--- src/verilog/scrc_regs.vh ---
`ifndef SCRC_REGS_VH
`define SCRC_REGS_VH

// Clock control states
`define SCRC_ST_RUN      2'h0
`define SCRC_ST_ANNOUNCE 2'h1
`define SCRC_ST_SLOW     2'h2
`define SCRC_ST_STOP     2'h3

// Socket clock edges the clock-run line stays released before a slow or stop
`define SCRC_ANNOUNCE_CLKS 8'h04
// Host clock rising edges per half period of the slowed socket clock
`define SCRC_SLOW_DIV      8'h08
// Block clock edges the released clock-run line needs before its synchronised level is trusted
`define SCRC_RUN_SETTLE    3'h5
// Width of the shared address/data lines, bit 31 most significant
`define SCRC_AD_WIDTH      32
// Reset values
`define SCRC_RST_SOCKET_RESET_N 1'b0
`define SCRC_RST_CLOCK          1'b0
`define SCRC_RST_COUNT          8'h00

`endif

--- src/verilog/scrc_sync3.v ---
`timescale 1ns/1ps
module scrc_sync3 #(
   parameter W = 1
) (
   input  wire         core_clk,
   input  wire         reset,
   input  wire [W-1:0] async_in,
   output reg  [W-1:0] sync_out
);
   reg [W-1:0] meta_r;
   reg [W-1:0] st2_r;
   reg [W-1:0] st3_r;
   integer i;

   // Three stages; a bit changes only once stages two and three agree
   always @(posedge core_clk or posedge reset) begin
      if (reset) begin
         meta_r   <= {W{1'b0}};
         st2_r    <= {W{1'b0}};
         st3_r    <= {W{1'b0}};
         sync_out <= {W{1'b0}};
      end else begin
         meta_r <= async_in;
         st2_r  <= meta_r;
         st3_r  <= st2_r;
         for (i = 0; i < W; i = i + 1) begin
            if (st2_r[i] == st3_r[i]) begin
               sync_out[i] <= st3_r[i];
            end
         end
      end
   end
endmodule

--- src/verilog/scrc_ctrl.v ---
// Operation
// Socket signals sample on socket clock rise, except reset, run, status, detect, sense lines.
// Socket clock runs at the host bus clock frequency in normal operation.
// Controller may slow or stop the socket clock; a stopped clock sits low.
// Card asks for a faster clock by pulling the clock-run line.
// Controller releases clock-run line to announce a coming clock decrease.
// Card resets its own registers and sequencers while socket reset is asserted.
// During socket reset the card floats; controller drives the lines to valid levels.
// Socket reset asserts at any time but releases only with a socket clock rise.
// Shared lines carry 32-bit address then data, bit 31 most significant.
// Slow or stop only after announcing, and only with no card speed-up pending.
`timescale 1ns/1ps
`include "scrc_regs.vh"
module scrc_ctrl #(
   parameter       AD_W          = `SCRC_AD_WIDTH,
   parameter [7:0] ANNOUNCE_CLKS = `SCRC_ANNOUNCE_CLKS,
   parameter [7:0] SLOW_DIV      = `SCRC_SLOW_DIV
) (
   input  wire            core_clk,
   input  wire            reset,
   input  wire            host_bus_clock,
   input  wire            power_slow_req,
   input  wire            power_stop_req,
   input  wire            socket_reset_req,
   input  wire [AD_W-1:0] ad_drive_data,
   input  wire            ad_drive_en,
   input  wire [AD_W-1:0] shared_address_data_lines_in,
   input  wire            clock_run_line_in,
   output reg             socket_clock,
   output reg             socket_reset_n,
   output reg             clock_run_line_out,
   output reg             clock_run_line_oe_n,
   output reg  [AD_W-1:0] shared_address_data_lines_out,
   output reg             shared_address_data_lines_oe_n,
   output reg  [AD_W-1:0] ad_sampled,
   output reg             ad_sampled_valid,
   output reg  [1:0]      clock_mode,
   output reg             card_speedup_pending
);
   wire [1:0] sync_w;
   wire       host_clk_s;
   wire       run_line_s;
   reg        host_prev_r;
   reg  [1:0] state_r;
   reg  [1:0] state_nxt;
   reg  [7:0] cnt_r;
   reg  [7:0] cnt_nxt;
   reg        clk_nxt;
   reg        run_drive_nxt;
   reg        pend_nxt;
   wire       host_rise;
   wire       sock_rise;
   wire       clk_low_ok;
   wire       card_asks;
   reg  [2:0] settle_r;

   // Rising edge of a level given its previous value
   function edge_up;
      input prev;
      input cur;
      begin
         edge_up = cur & ~prev;
      end
   endfunction

   // Host bus clock and clock-run line are both asynchronous pins
   scrc_sync3 #(
      .W (2)
   ) u_sync (
      .core_clk (core_clk),
      .reset    (reset),
      .async_in ({clock_run_line_in, host_bus_clock}),
      .sync_out (sync_w)
   );
   assign host_clk_s = sync_w[0];
   assign run_line_s = sync_w[1];

   assign host_rise  = edge_up(host_prev_r, host_clk_s);
   assign sock_rise  = edge_up(socket_clock, clk_nxt);
   // Slow and stop are entered and left only with both clocks low, so no runt pulse appears
   assign clk_low_ok = ~socket_clock & ~host_clk_s;
   // Card pulls the released line low to ask for full speed
   // Only once the synchroniser has caught up with the release, so our own old drive is not a request
   assign card_asks  = clock_run_line_oe_n & (settle_r == `SCRC_RUN_SETTLE) & ~run_line_s;

   // Counts block cycles since the clock-run line was released
   always @(posedge core_clk or posedge reset) begin
      if (reset) begin
         settle_r <= 3'h0;
      end else if (!clock_run_line_oe_n) begin
         settle_r <= 3'h0;
      end else if (settle_r != `SCRC_RUN_SETTLE) begin
         settle_r <= settle_r + 3'h1;
      end
   end

   // Clock state machine
   always @* begin
      state_nxt     = state_r;
      cnt_nxt       = cnt_r;
      clk_nxt       = socket_clock;
      run_drive_nxt = 1'b1;
      pend_nxt      = card_speedup_pending;
      case (state_r)
         `SCRC_ST_RUN: begin
            clk_nxt = host_clk_s;
            // Socket clock rise, taken from the pin it follows to keep this process loop free
            if (host_clk_s && !socket_clock && cnt_r != ANNOUNCE_CLKS) begin
               cnt_nxt = cnt_r + 8'h01;
            end
            if (cnt_r == ANNOUNCE_CLKS) begin
               pend_nxt = 1'b0;
            end
            if ((power_slow_req | power_stop_req) && !card_speedup_pending && socket_reset_n &&
                cnt_r == ANNOUNCE_CLKS) begin
               state_nxt = `SCRC_ST_ANNOUNCE;
               cnt_nxt   = `SCRC_RST_COUNT;
               run_drive_nxt = 1'b0;
            end
         end
         `SCRC_ST_ANNOUNCE: begin
            clk_nxt       = host_clk_s;
            run_drive_nxt = 1'b0;
            if (host_clk_s && !socket_clock && cnt_r != ANNOUNCE_CLKS) begin
               cnt_nxt = cnt_r + 8'h01;
            end
            if (card_asks || !(power_slow_req | power_stop_req)) begin
               pend_nxt      = card_asks;
               state_nxt     = `SCRC_ST_RUN;
               cnt_nxt       = `SCRC_RST_COUNT;
               run_drive_nxt = 1'b1;
            end else if (cnt_r == ANNOUNCE_CLKS && clk_low_ok) begin
               state_nxt = power_stop_req ? `SCRC_ST_STOP : `SCRC_ST_SLOW;
               cnt_nxt   = `SCRC_RST_COUNT;
               clk_nxt   = 1'b0;
            end
         end
         `SCRC_ST_SLOW: begin
            run_drive_nxt = 1'b0;
            if (host_rise) begin
               if (cnt_r == SLOW_DIV - 8'h01) begin
                  cnt_nxt = `SCRC_RST_COUNT;
                  clk_nxt = ~socket_clock;
               end else begin
                  cnt_nxt = cnt_r + 8'h01;
               end
            end
            if (card_asks) begin
               pend_nxt = 1'b1;
            end
            if ((card_asks || card_speedup_pending || !power_slow_req || power_stop_req) && clk_low_ok) begin
               state_nxt     = `SCRC_ST_RUN;
               cnt_nxt       = `SCRC_RST_COUNT;
               clk_nxt       = 1'b0;
               run_drive_nxt = 1'b1;
            end
         end
         `SCRC_ST_STOP: begin
            clk_nxt       = 1'b0;
            run_drive_nxt = 1'b0;
            if (card_asks) begin
               pend_nxt = 1'b1;
            end
            if ((card_asks || card_speedup_pending || !power_stop_req) && !host_clk_s) begin
               state_nxt     = `SCRC_ST_RUN;
               cnt_nxt       = `SCRC_RST_COUNT;
               run_drive_nxt = 1'b1;
            end
         end
         default: begin
            state_nxt = `SCRC_ST_RUN;
            cnt_nxt   = `SCRC_RST_COUNT;
            clk_nxt   = 1'b0;
         end
      endcase
   end

   // Clock, clock-run drive and mode registers
   always @(posedge core_clk or posedge reset) begin
      if (reset) begin
         host_prev_r          <= 1'b0;
         state_r              <= `SCRC_ST_RUN;
         cnt_r                <= `SCRC_RST_COUNT;
         socket_clock         <= `SCRC_RST_CLOCK;
         clock_run_line_out   <= 1'b0;
         clock_run_line_oe_n  <= 1'b0;
         clock_mode           <= `SCRC_ST_RUN;
         card_speedup_pending <= 1'b0;
      end else begin
         host_prev_r          <= host_clk_s;
         state_r              <= state_nxt;
         cnt_r                <= cnt_nxt;
         socket_clock         <= clk_nxt;
         clock_run_line_out   <= 1'b0;
         clock_run_line_oe_n  <= ~run_drive_nxt;
         clock_mode           <= state_nxt;
         card_speedup_pending <= pend_nxt;
      end
   end

   // Socket reset: asserts at once, releases on the edge the socket clock rises
   always @(posedge core_clk or posedge reset) begin
      if (reset) begin
         socket_reset_n <= `SCRC_RST_SOCKET_RESET_N;
      end else if (socket_reset_req) begin
         socket_reset_n <= 1'b0;
      end else if (!socket_reset_n && sock_rise) begin
         socket_reset_n <= 1'b1;
      end
   end

   // Shared lines: driven to zero while the card is held in reset
   always @(posedge core_clk or posedge reset) begin
      if (reset) begin
         shared_address_data_lines_out  <= {AD_W{1'b0}};
         shared_address_data_lines_oe_n <= 1'b0;
      end else if (socket_reset_req || !socket_reset_n) begin
         shared_address_data_lines_out  <= {AD_W{1'b0}};
         shared_address_data_lines_oe_n <= 1'b0;
      end else begin
         shared_address_data_lines_out  <= ad_drive_data;
         shared_address_data_lines_oe_n <= ~ad_drive_en;
      end
   end

   // Capture the shared lines at each socket clock rise, bit 31 on top
   always @(posedge core_clk or posedge reset) begin
      if (reset) begin
         ad_sampled       <= {AD_W{1'b0}};
         ad_sampled_valid <= 1'b0;
      end else begin
         ad_sampled_valid <= sock_rise & socket_reset_n;
         if (sock_rise) begin
            ad_sampled <= shared_address_data_lines_in;
         end
      end
   end
endmodule

--- config.mk ---
export PLATFORM = sky130hd
export DESIGN_NAME = scrc_ctrl
export DESIGN_NICKNAME = d
export VERILOG_FILES = /design/src/verilog/scrc_sync3.v /design/src/verilog/scrc_ctrl.v
export VERILOG_INCLUDE_DIRS = /design/src /design/src/verilog
export SDC_FILE = /design/constraint.sdc
export NUM_CORES = 1
export LEC_CHECK = 0
export ABC_AREA = 1
export ABC_CLOCK_PERIOD_IN_PS = 6300
export BUFFER_PORTS_ARGS = -buffer_cell sky130_fd_sc_hd__buf_2
export CAP_MARGIN = 20
export CORE_MARGIN = 10
export CORE_UTILIZATION = 40
export CTS_CLUSTER_DIAMETER = 30
export CTS_CLUSTER_SIZE = 12
export DETAILED_ROUTE_END_ITERATION = 10
export GPL_TIMING_DRIVEN = 0
export HOLD_SLACK_MARGIN = 0.12
export PLACE_DENSITY = 0.67
export SETUP_SLACK_MARGIN = 0.05
export SLEW_MARGIN = 15
export SYNTH_ARGS = -nofsm -noshare
export SYNTH_HDL_FRONTEND = slang
export SYNTH_SLANG_ARGS = --single-unit
--- constraint.sdc ---
create_clock -name core_clk -period 6.3 [get_ports core_clk]
set_clock_uncertainty 0.1 [all_clocks]
set_input_delay 1.26 -clock core_clk [delete_from_list [all_inputs] [get_ports core_clk]]
set_output_delay 1.26 -clock core_clk [all_outputs]
set_load 0.01 [all_outputs]
==> key figures <==
Clocking
  • Cts hold-fix bufs: 0
  • Clock H-tree levels: 3
  • Post-CTS setup buffer count: 0
  • Clk sinks: 92
  • Clock-pin slew on the worst setup and hold paths: 0.08 ns
  • Clk Tree Root Cell: sky130_fd_sc_hd__clkbuf_8
  • Clock tree from TritonCTS: built
  • Skew-Pair Late Insertion Delay: roughly 0.36 ns
  • Post-cts repair resize count: 0
  • Clock tree buffer depth: 2
  • Clock buffers created by TritonCTS: 9

Synthesis
  • Register area share after synthesis: 57.1%
  • Count of flip-flops with a built-in enable after synthesis: 0
  • Yosys warns: 0
  • Fraction of post-synthesis cell area in the top cell type by area: 57.1%
  • Cell types with the largest area share after synthesis: sky130_fd_sc_hd__dfrtp_1, sky130_fd_sc_hd__nand2_1, sky130_fd_sc_hd__nand3_1, sky130_fd_sc_hd__inv_1, sky130_fd_sc_hd__nor2_1
  • Netlist cell types: 30
  • Proportion of synthesized flip-flops having asynchronous set or reset: between 90% and 100%
  • Leading area contributor after synthesis: sky130_fd_sc_hd__dfrtp_1
  • Cells after synthesis: between 400 and 500
  • Top cells by count, synth: sky130_fd_sc_hd__nand2_1, sky130_fd_sc_hd__dfrtp_1, sky130_fd_sc_hd__nand3_1, sky130_fd_sc_hd__inv_1, sky130_fd_sc_hd__nor2_1
  • Synthesized area per cell: roughly 8.5 µm²
  • Mapped cell area: approximately 0.0040 mm²
  • Mapped Nets: roughly 550
  • Most used flip-flop cell after synthesis: sky130_fd_sc_hd__dfrtp_1
  • Cell with the most instances after synthesis: sky130_fd_sc_hd__nand2_1
  • Flop and latch count out of synthesis: slightly above 90

Placed design
  • Weighted congestion reported at the end of routability-driven placement: between 0.8 and 0.9
  • Total half-perimeter wirelength after legalization and detailed placement: approximately 8600 µm
  • Port-buffer cells: between 100 and 150

Floorplanning
  • Number of top-level pins: approximately 150
  • Initial Utilization: 41.2%
  • Die X-Extent: between 100 and 150 µm
  • Chip height: between 100 and 150 µm
  • Num rows: 36
  • Placeable core region: between 0.009 and 0.01 mm²
  • DIE AREA: between 0.01 and 0.015 mm²

Critical path
  • Critical path data arrival time: ~1.1 ns
  • Sequence of cells on the critical path: buf_2
  • Critical Path End Type: output port
  • Worst setup SP type: flip-flop
  • Critical path buffers and inverters: 1
  • Required @ worst endpoint: between 4 and 5 ns
  • Critical path's largest stage delay: 0.51 ns
  • Critical-path cell with the highest stage delay: sky130_fd_sc_hd__dfrtp_1
  • Max FO, Critical Path: 7
  • Start-to-end type of the worst setup path: flip-flop to output port
  • Top cell family by delay on the critical path: flip-flops

Global routing
  • Global-route wire length before repair: approximately 18,000 µm
  • Largest net degree at the start of global routing: between 50 and 60
  • Initial antenna violation count: 1
  • Total global routing overflow: 0
  • Combined global-route utilization of all metal layers: around 16%
  • Vias in the first global route: between 3,000 and 4,000

Cells and area
  • Total area of multi-input combinational cells: between 0.001 and 0.0015 mm²
  • Share of final-layout standard cells stronger than drive strength 1: 27.5%
  • Final layout net count: around 710
  • Area of all sequential standard cells: 0.00230 mm²
  • Filler Cells Inserted: between 900 and 1,000
  • Synthesis-to-finish area growth: 26.8%
  • Ant. Diodes: 0

Run status
  • Run status: complete, no violations

Routing
  • WL per Instance: roughly 14 µm
  • Remaining antenna violation count after routing: 0
  • Total vias in the final route: 3,587
  • 1st-iter DRT viols: ~130
  • Number of iterations in the first detailed-routing pass: 4
  • Post-DR vias/cell: 4.66
  • Detailed-route DRC error count: 0
  • Wire length after detailed routing: 11,100 µm

STA
  • Setup-failing EPs final: 0
  • Peak Freq: just over 0.4 GHz
  • Fin Setup TNS: 0 ns
  • RSZ-0062 raised after global routing: false
  • Final clock period utilization by the worst path: just under 40%
  • Minimum period implied by the final worst setup slack: between 2 and 2.5 ns
  • Count of endpoints failing hold in the final timing report: 0
  • Worst slew margin relative to its limit: 57.2%
  • Final Slew Violations: 0
  • Actual transition at the worst max-transition pin: ~0.64 ns

Pwr
  • Areal power density over the cells: roughly 290 mW/mm²
  • Post-route total power: 1.50 mW
  • Leakage power summed over all cells: about 3 nW
  • Worst vdd rail ir drop: about 0.16 mV

Flow run
  • Max-cap violations: 0

Hold path
  • Min-delay worst type: flip-flop to flip-flop
## worst paths after layout
| path | cells past startpoint | slack (ns) | startpoint | endpoint |
|---|---|---|---|---|
| worst max-delay path | 1 | 3.87 | state_r[1] | clock_mode[1] |
| worst min-delay path | 0 | 0.25 | u_sync.meta_r[0] | u_sync.st2_r[0] |
| worst max register to register | 11 | 4.13 | cnt_r[0] | ad_sampled[23] |
| worst min register to register | 0 | 0.25 | u_sync.meta_r[0] | u_sync.st2_r[0] |
| max in group asynchronous | 3 | 4.61 | reset | cnt_r[6] |
| min in group asynchronous | 2 | 0.85 | reset | shared_address_data_lines_out[15] |
## routing by layer
metal	track usage, %	wire length, µm	vias to the layer above
li1	-	-	1785
met1	17.1	4380	1661
met2	25.1	5360	126
met3	8.19	1190	13
met4	5.43	127	2
met5	0	13	-
## registers in the layout, summed over array words and instances (netlist names)
signal                          count
shared_address_data_lines_out      32
shared_address_data_lines_oe_n      1
socket_clock                        1
socket_reset_n                      1
settle_r                            3
ad_sampled                         32
clock_run_line_oe_n                 1
u_sync.st3_r                        2
ad_sampled_valid                    1
u_sync.sync_out                     2
card_speedup_pending                1
state_r                             2
host_prev_r                         1
u_sync.st2_r                        2
cnt_r                               8
u_sync.meta_r                       2
## final cells by class
class / instances / share of cell area, %
clock inverter: 1 / 0.147
clock buffer: 14 / 3.18
timing repair buffer: 144 / 14.5
buffer: 16 / 2.06
inverter: 66 / 4.89
sequential: 92 / 45.0
multi-input combinational: 303 / 26.9
tap: 133 / 3.25
## through the flow
stage	setup WS (ns)	cell area [µm²]	util [%]	instances	hold slack, ns
after global routing	3.82	5110	52.3	769	0.261
final	3.87	5110	52.3	769	0.250
after detailed placement	3.69	4940	50.6	754	0.237
after CTS	3.83	5110	52.3	769	0.257
after global placement	1.55	4910	50.3	753	0.232
after floorplan	2.55	4030	-	477	0.231
## cells in the final DEF, fill, tap and decap left out, types with 3 or more instances in the layout
master and instances:
sky130_fd_sc_hd__clkbuf_1 10, sky130_fd_sc_hd__nand3_1 77, sky130_fd_sc_hd__buf_6 3, sky130_fd_sc_hd__dfrtp_1 92
sky130_fd_sc_hd__clkbuf_8 11, sky130_fd_sc_hd__nor2_1 51, sky130_fd_sc_hd__buf_4 6, sky130_fd_sc_hd__inv_1 63
sky130_fd_sc_hd__o21ai_0 4, sky130_fd_sc_hd__buf_2 143, sky130_fd_sc_hd__nand3b_1 3, sky130_fd_sc_hd__ha_1 4
sky130_fd_sc_hd__nand2_1 140
## power by group
| part | leakage [nW] | switching, mW | internal, mW |
|---|---|---|---|
| clock network | 0.0828 | 0.195 | 0.164 |
| registers | 1.17 | 0.0574 | 0.670 |
| logic | 1.80 | 0.256 | 0.162 |
| total | 3.05 | 0.508 | 0.996 |
## kinds of logic (layout without fill, tap and decap cells)
logic type | after synthesis | in the layout | synth area share [%]
flops | 92 | 92 | 57.1
other cells | 1 | 1 | 0.0930
compound gates | 14 | 14 | 2.39
simple gates | 280 | 280 | 29.5
mux | 1 | 1 | 0.248
xor+xnor | 1 | 1 | 0.217
buf+inv | 82 | 241 | 8.75
fa+ha+maj | 6 | 6 | 1.74
(Power assumes the default switching activity.)
